`config.mk`:
```
export PLATFORM = sky130hd
export DESIGN_NAME = gmc_top
export DESIGN_NICKNAME = d
export VERILOG_FILES = /design/src/gmc_pkg.sv /design/src/gmc_top.sv
export SDC_FILE = /design/constraint.sdc
export NUM_CORES = 2
export LEC_CHECK = 0
export BUFFER_PORTS_ARGS = -buffer_cell sky130_fd_sc_hd__buf_2
export CAP_MARGIN = 20
export CORE_ASPECT_RATIO = 0.75
export CORE_UTILIZATION = 58
export CTS_CLUSTER_SIZE = 24
export DETAILED_ROUTE_END_ITERATION = 16
export HOLD_SLACK_MARGIN = 0.02
export PLACE_DENSITY_LB_ADDON = 0.3
export SLEW_MARGIN = 20
export SYNTH_ARGS = -nofsm -noshare
export SYNTH_HDL_FRONTEND = slang
export SYNTH_SLANG_ARGS = --single-unit
```
`constraint.sdc`:
```
create_clock -name clk -period 25.4 [get_ports clk]
set_input_delay 3.81 -clock clk [delete_from_list [all_inputs] [get_ports clk]]
set_output_delay 3.81 -clock clk [all_outputs]
set_load 0.02 [all_outputs]
```
`src/gmc_pkg.sv`:
```
package gmc_pkg;
   localparam logic [7:0] ADDR_TEMP_GAIN = 8'h2c;
   localparam logic [7:0] ADDR_TEMP_OFFSET = 8'h2d;
   localparam logic [7:0] ADDR_CUR_GAIN = 8'h2e;
   localparam logic [7:0] ADDR_CUR_OFFSET = 8'h2f;
   localparam logic [7:0] ADDR_QR20 = 8'h32;
   localparam logic [7:0] ADDR_IAVG = 8'h36;
   localparam logic [7:0] ADDR_RCOMP = 8'h38;
   localparam logic [7:0] ADDR_SLOPE_COEF = 8'h39;
   localparam logic [7:0] ADDR_THRESHOLDS = 8'h3a;
   localparam logic [7:0] ADDR_QR30 = 8'h42;
   localparam logic [15:0] RST_TEMP_GAIN = 16'h0000;
   localparam logic [15:0] RST_TEMP_OFFSET = 16'h0000;
   localparam logic [15:0] RST_CUR_GAIN = 16'h4000;
   localparam logic [15:0] RST_CUR_OFFSET = 16'h0000;
   localparam logic [15:0] RST_ZERO = 16'h0000;
   // 3.12 v / 10 mv = 312, 3.68 v / 40 mv = 92
   localparam logic [8:0] RST_EMPTY_V_FLD = 9'h138;
   localparam logic [6:0] RST_VRECOV_FLD = 7'h5c;
   localparam int EMPTY_V_MSB = 15;
   localparam int EMPTY_V_LSB = 7;
   localparam int VRECOV_MSB = 6;
   localparam int RCOMP_MSB = 7;
   localparam int GAIN_SHIFT = 14;
   // cell voltage input lsb assumed 10 mv; recovery field is 4x that
   localparam int VRECOV_SCALE_SHIFT = 2;
   // "far" from the pivot: more than 2x or less than half
   localparam int PIVOT_SHIFT = 1;
   localparam logic signed [15:0] S16_MAX = 16'sh7fff;
   localparam logic signed [15:0] S16_MIN = -16'sh8000;

   typedef struct packed {
      logic wr;
      logic rd;
      logic [7:0] addr;
      logic [15:0] wdata;
   } gmc_req_t;

   typedef struct packed {
      logic learn;
      logic signed [15:0] current;
      logic signed [15:0] error;
   } gmc_learn_t;

   typedef enum logic [1:0] {LEARN_NONE, LEARN_GAIN, LEARN_OFFSET, LEARN_MIXED} gmc_lmode_t;
endpackage

```
`src/gmc_top.sv`:
```
module gmc_top (
   input wire logic clk,
   input wire logic nrst,
   input wire gmc_pkg::gmc_req_t req,
   output logic [15:0] rdata,
   output logic rvalid,
   input wire logic signed [15:0] thermistor_input,
   input wire logic signed [15:0] raw_current,
   input wire logic [15:0] cell_voltage,
   input wire gmc_pkg::gmc_learn_t learn_in,
   output logic signed [15:0] temperature,
   output logic signed [15:0] current,
   output logic empty_flag,
   output logic empty_detect_armed,
   output gmc_pkg::gmc_lmode_t learn_mode,
   output logic [7:0] nominal_resist_comp,
   output logic [7:0] hot_slope_coef,
   output logic [7:0] cold_slope_coef
);
   import gmc_pkg::*;

   logic [15:0] temp_gain_q;
   logic [15:0] temp_off_q;
   logic [15:0] cur_gain_q;
   logic [15:0] cur_off_q;
   logic [15:0] qr20_q;
   logic [15:0] qr30_q;
   logic [15:0] iavg_q;
   logic [15:0] slope_q;
   logic [7:0] rcomp_q;
   logic [8:0] empty_v_q;
   logic [6:0] vrecov_q;
   logic signed [15:0] temp_d;
   logic signed [15:0] cur_d;
   logic [15:0] rdata_d;
   logic armed_q;
   logic empty_q;
   logic [15:0] empty_v_mv;
   logic [15:0] vrecov_mv;
   gmc_lmode_t lmode_d;
   logic signed [15:0] qr20_d;
   logic signed [15:0] qr30_d;
   logic wr_temp_gain;
   logic wr_temp_off;
   logic wr_cur_gain;
   logic wr_cur_off;
   logic wr_table20;
   logic wr_table30;
   logic wr_avg_empty;
   logic wr_resist;
   logic wr_slope;
   logic wr_thresh;

   // signed multiply, scale by 2^-14, add doubled offset, saturate
   function automatic logic signed [15:0] correct(input logic signed [15:0] x,
                                                  input logic signed [15:0] g,
                                                  input logic signed [15:0] o);
      logic signed [31:0] prod;
      logic signed [33:0] sum;
      prod = x * g;
      sum = 34'(prod >>> GAIN_SHIFT) + 34'(o) * 34'sd2;
      if (sum > 34'(S16_MAX))
         correct = S16_MAX;
      else if (sum < 34'(S16_MIN))
         correct = S16_MIN;
      else
         correct = sum[15:0];
   endfunction

   function automatic logic signed [15:0] sat_add(input logic signed [15:0] a,
                                                  input logic signed [15:0] b);
      logic signed [16:0] s;
      s = 17'(a) + 17'(b);
      if (s > 17'(S16_MAX))
         sat_add = S16_MAX;
      else if (s < 17'(S16_MIN))
         sat_add = S16_MIN;
      else
         sat_add = s[15:0];
   endfunction

   // write address decode
   always_comb
   begin
      wr_temp_gain = req.wr && req.addr == ADDR_TEMP_GAIN;
      wr_temp_off = req.wr && req.addr == ADDR_TEMP_OFFSET;
      wr_cur_gain = req.wr && req.addr == ADDR_CUR_GAIN;
      wr_cur_off = req.wr && req.addr == ADDR_CUR_OFFSET;
      wr_table20 = req.wr && req.addr == ADDR_QR20;
      wr_table30 = req.wr && req.addr == ADDR_QR30;
      wr_avg_empty = req.wr && req.addr == ADDR_IAVG;
      wr_resist = req.wr && req.addr == ADDR_RCOMP;
      wr_slope = req.wr && req.addr == ADDR_SLOPE_COEF;
      wr_thresh = req.wr && req.addr == ADDR_THRESHOLDS;
   end

   // register writes
   always_ff @(posedge clk)
   begin
      if (!nrst)
         temp_gain_q <= RST_TEMP_GAIN;
      else if (wr_temp_gain)
         temp_gain_q <= req.wdata;
   end

   always_ff @(posedge clk)
   begin
      if (!nrst)
         temp_off_q <= RST_TEMP_OFFSET;
      else if (wr_temp_off)
         temp_off_q <= req.wdata;
   end

   always_ff @(posedge clk)
   begin
      if (!nrst)
         cur_gain_q <= RST_CUR_GAIN;
      else if (wr_cur_gain)
         cur_gain_q <= req.wdata;
   end

   always_ff @(posedge clk)
   begin
      if (!nrst)
         cur_off_q <= RST_CUR_OFFSET;
      else if (wr_cur_off)
         cur_off_q <= req.wdata;
   end

   always_ff @(posedge clk)
   begin
      if (!nrst)
         iavg_q <= RST_ZERO;
      else if (wr_avg_empty)
         iavg_q <= req.wdata;
   end

   always_ff @(posedge clk)
   begin
      if (!nrst)
         rcomp_q <= RST_ZERO[RCOMP_MSB:0];
      else if (wr_resist)
         rcomp_q <= req.wdata[RCOMP_MSB:0];
   end

   always_ff @(posedge clk)
   begin
      if (!nrst)
         slope_q <= RST_ZERO;
      else if (wr_slope)
         slope_q <= req.wdata;
   end

   always_ff @(posedge clk)
   begin
      if (!nrst)
      begin
         empty_v_q <= RST_EMPTY_V_FLD;
         vrecov_q <= RST_VRECOV_FLD;
      end
      else if (wr_thresh)
      begin
         empty_v_q <= req.wdata[EMPTY_V_MSB:EMPTY_V_LSB];
         vrecov_q <= req.wdata[VRECOV_MSB:0];
      end
   end

   // learning mode from pivot comparison
   always_comb
   begin
      lmode_d = LEARN_MIXED;
      if (!learn_in.learn)
         lmode_d = LEARN_NONE;
      else if (32'(learn_in.current) > (32'(signed'(iavg_q)) <<< PIVOT_SHIFT))
         lmode_d = LEARN_GAIN;
      else if ((32'(learn_in.current) <<< PIVOT_SHIFT) < 32'(signed'(iavg_q)))
         lmode_d = LEARN_OFFSET;
   end

   // split the error across the two neighbouring entries
   always_comb
   begin
      qr20_d = sat_add(signed'(qr20_q), learn_in.error >>> 1);
      qr30_d = sat_add(signed'(qr30_q), learn_in.error - (learn_in.error >>> 1));
   end

   // compensation table: a software write wins over learning for its own entry only
   always_ff @(posedge clk)
   begin
      if (!nrst)
         qr20_q <= RST_ZERO;
      else if (wr_table20)
         qr20_q <= req.wdata;
      else if (learn_in.learn)
         qr20_q <= qr20_d;
   end

   always_ff @(posedge clk)
   begin
      if (!nrst)
         qr30_q <= RST_ZERO;
      else if (wr_table30)
         qr30_q <= req.wdata;
      else if (learn_in.learn)
         qr30_q <= qr30_d;
   end

   // corrected results
   always_comb
   begin
      temp_d = correct(thermistor_input, signed'(temp_gain_q),
                       signed'(temp_off_q));
      cur_d = correct(raw_current, signed'(cur_gain_q), signed'(cur_off_q));
   end

   always_ff @(posedge clk)
   begin
      if (!nrst)
      begin
         temperature <= RST_ZERO;
         current <= RST_ZERO;
         learn_mode <= LEARN_NONE;
      end
      else
      begin
         temperature <= temp_d;
         current <= cur_d;
         learn_mode <= lmode_d;
      end
   end

   // empty detection with recovery hysteresis, empty threshold in 10 mv steps, recovery threshold in 40 mv steps
   always_comb
   begin
      empty_v_mv = 16'(empty_v_q);
      vrecov_mv = 16'(vrecov_q) << VRECOV_SCALE_SHIFT;
   end

   always_ff @(posedge clk)
   begin
      if (!nrst)
      begin
         armed_q <= 1'b1;
         empty_q <= 1'b0;
      end
      else if (armed_q && cell_voltage < empty_v_mv)
      begin
         armed_q <= 1'b0;
         empty_q <= 1'b1;
      end
      else if (!armed_q && cell_voltage > vrecov_mv)
      begin
         armed_q <= 1'b1;
         empty_q <= 1'b0;
      end
   end

   // read mux
   always_comb
   begin
      case (req.addr)
         ADDR_TEMP_GAIN: rdata_d = temp_gain_q;
         ADDR_TEMP_OFFSET: rdata_d = temp_off_q;
         ADDR_CUR_GAIN: rdata_d = cur_gain_q;
         ADDR_CUR_OFFSET: rdata_d = cur_off_q;
         ADDR_QR20: rdata_d = qr20_q;
         ADDR_IAVG: rdata_d = iavg_q;
         ADDR_RCOMP: rdata_d = {8'h00, rcomp_q};
         ADDR_SLOPE_COEF: rdata_d = slope_q;
         ADDR_THRESHOLDS: rdata_d = {empty_v_q, vrecov_q};
         ADDR_QR30: rdata_d = qr30_q;
         default: rdata_d = 16'h0000;
      endcase
   end

   always_ff @(posedge clk)
   begin
      if (!nrst)
      begin
         rdata <= 16'h0000;
         rvalid <= 1'b0;
      end
      else
      begin
         rdata <= req.rd ? rdata_d : 16'h0000;
         rvalid <= req.rd;
      end
   end

   always_ff @(posedge clk)
   begin
      if (!nrst)
      begin
         empty_flag <= 1'b0;
         empty_detect_armed <= 1'b1;
         nominal_resist_comp <= 8'h00;
         hot_slope_coef <= 8'h00;
         cold_slope_coef <= 8'h00;
      end
      else
      begin
         empty_flag <= empty_q;
         empty_detect_armed <= armed_q;
         nominal_resist_comp <= rcomp_q;
         hot_slope_coef <= slope_q[15:8];
         cold_slope_coef <= slope_q[7:0];
      end
   end
endmodule

```
==> results.py <==
metrics = {
    "job": {
        "drv_cap": 0,
    },
    "clocking": {
        "cts_tree": "built",
        "hold_buffers": 0,
        "cts_resized": 0,
        "htree_levels": 1,
        "clkLatencyLatePin_ps": 530,
        "clk_path_buf_depth": 3,
        "post-cts-setup-buffer-count": 0,
        "path_clk_slew_ps": 70,
        "clockRootBuffer": "clkbuf_16",
        "numCtsBuffers": 25,
        "cts.sinks": 231,
    },
    "placement": {
        "hpwl_um": 70350,
        "dpl_cell_area_mm2": 0.03413,
        "gp_congestion": 0.9349,
        "numPortBuffers": 185,
    },
    "cells_and_area": {
        "drive_above_1_share_pct": 7.696,
        "num-fill-cells": 4738,
        "final_area_mm2": 0.03501,
        "layout_commonest_cell": "inv_1",
        "syn2layout_area_growth_pct": 6.919,
        "layout_common_cells": "inv_1, nand2_1, fa_1",
        "nets": 4749,
    },
    "floorplan": {
        "io_pins": 186,
        "rows": 75,
        "die_x_um": 276.4,
        "die_y_um": 207.8,
        "core-area_mm2": 0.05583,
        "initial_core_util_pct": 58.65,
        "die-area_mm2": 0.05743,
    },
    "power_and_ir_drop": {
        "leakage_nw": 17.13,
        "ir_drop_mv": 0.04544,
        "p_per_area_mw_per_mm2": 31.07,
    },
    "yosys": {
        "netlist_instances": 3761,
        "ys_warn_count": 0,
        "syn-num-nets": 4682,
        "synth_edf_count": 0,
        "async_reset_ff_share_pct": 0,
        "ys_ff_latch": 231,
        "ys_seq_area_share_pct": 14.12,
        "synthesis.area_mm2": 0.03275,
        "synth.avg_cell_area_um2": 8.707,
        "synth-main-ff-cell": "dfxtp_1",
        "synth.distinct_cells": 75,
    },
    "timing": {
        "final.setup_skew_ps": 14.34,
        "timing_hold_violations_final": 0,
        "tightestPinTransition_ps": 1004,
        "finalSetupTns_ps": 0,
        "fin_crit_ps": 12480,
        "period_share_pct": 49.15,
        "finalSetupViolCount": 0,
        "clock.fmax_mhz": 80.10,
        "rsz0062_at_grt": "no",
        "drv_slew": 0,
        "slew_headroom_pct": 32.82,
    },
    "status": {
        "outcome": "finished clean",
    },
    "routing": {
        "vias": 25900,
        "firstDrtPassIters": 6,
        "viasPerCell": 5.656,
        "routed_wl_um": 88180,
        "avgRoutedWirePerCell_um": 19.26,
        "drc": 0,
        "ant_nets": 0,
        "drt_iter0_markers": 2340,
    },
    "critical_path": {
        "cp_common_cell": "fa_1",
        "arrival_ps": 12840,
        "critPathSlowestCell": "o21ai_2",
        "end_kind": "flop",
        "max_stage_delay_ps": 740,
        "start_kind": "primary input",
        "worstPathMaxFanout": 16,
        "critical_path_required_ps": 25750,
        "critPathKind": "primary input to flop",
    },
    "global_route": {
        "grt_pass1_wl_um": 144500,
        "antenna_found_initial": 5,
        "grt_pass1_vias": 26440,
        "grt_overflow": 0,
        "grtUsageTotal_pct": 31.89,
        "grt_start_max_net_pins": 94,
    },
    "hold_path": {
        "hp-class": "flop to flop",
    },
}
-- report_power, final --
part	internal [W]	switching [W]	total (W)
Combinational	0.000122	0.000177	0.000300
Clock	0.000229	0.000159	0.000388
Sequential	0.000380	0.0000202	0.000400
-- metrics by stage --
stage | utilization, % | power [W] | cells | setup WS [ps] | hold WS, ps
after global placement | 61.13 | 0.0006951 | 4532 | 12670 | 451.4
after CTS | 62.68 | 0.001081 | 4577 | 13000 | 464.1
after floorplan | - | 0.0006186 | 3761 | 13900 | 421.9
final | 62.71 | 0.001088 | 4579 | 12920 | 462.0
after detailed placement | 61.13 | 0.0006981 | 4532 | 12500 | 449.5
after global routing | 62.70 | 0.001135 | 4577 | 12410 | 501.1
-- cells by family after synthesis --
family	synth area share [%]
XOR/XNOR	2.808
buffers and inverters	9.712
flip-flops	14.12
AO/OA/AOI/OAI	12.13
multiplexers	1.204
adder cells (fa/ha/maj)	43.11
AND/OR/NAND/NOR	16.92
-- layer usage --
layer | wire length [um] | vias to the layer above | GRT usage [%]
li1 | - | 11960 | -
met1 | 38460 | 12640 | 46.52
met2 | 38180 | 1136 | 48.41
met3 | 9034 | 153 | 6.449
met4 | 2477 | 4 | 8.380
met5 | 25 | - | 0
-- critical path, delay by kind of cell --
family | cells | cell delay (ps)
AOI/OAI and AO/OA | 11 | 3750
adders and majority gates | 8 | 3730
and+or+nand+nor | 5 | 890
buffers and inverters | 6 | 490
xor gates and xnor gates | 1 | 160
-- sequential cells by signal, indices dropped and copies added (netlist names), 9 cells and up --
signal	cells
cur_gain_q	16
cur_off_q	16
current	16
iavg_q	16
qr20_q	16
qr30_q	16
rdata	16
slope_q	16
temp_gain_q	16
temp_off_q	16
temperature	16
empty_v_q	9
-- final timing paths --
kind / from / endpoint / cells after the start / slack [ps]
min: empty_q / empty_flag / 1 / 460
min reg2reg: empty_q / empty_flag / 1 / 460
max: raw_current[6] / current[11] / 31 / 12920
max reg2reg: cur_gain_q[3] / current[11] / 29 / 15530
-- synth_stat cells (all sizes together), types with 35 or more instances --
cell      n  area [um^2]
inv     672         2522
nand2   583         2188
fa      527        10550
ha      285         3566
and2    284         1777
dfxtp   231         4624
clkbuf  155        581.8
a21boi  122        915.9
a21oi   114        570.6
nor2    109        409.1
o21ai   100        541.8
xnor2    70        613.1
a21o     47        352.8
nand3    39        195.2
a22oi    36        270.3
xor2     35        306.5
-- final cells by class --
| class | instances | area (um^2) | share of cell area, % |
|---|---|---|---|
| Antenna cell | 2 | 5.005 | 0.01429 |
| Clock buffer | 33 | 715.7 | 2.044 |
| Clock inverter | 12 | 148.9 | 0.4252 |
| Inverter | 672 | 2522 | 7.204 |
| Multi-Input combinational cell | 2689 | 24970 | 71.33 |
| Sequential cell | 231 | 4624 | 13.21 |
| Tap cell | 731 | 914.6 | 2.612 |
| Timing Repair Buffer | 209 | 1109 | 3.166 |
Note: power is estimated with default switching activity, not from simulation.
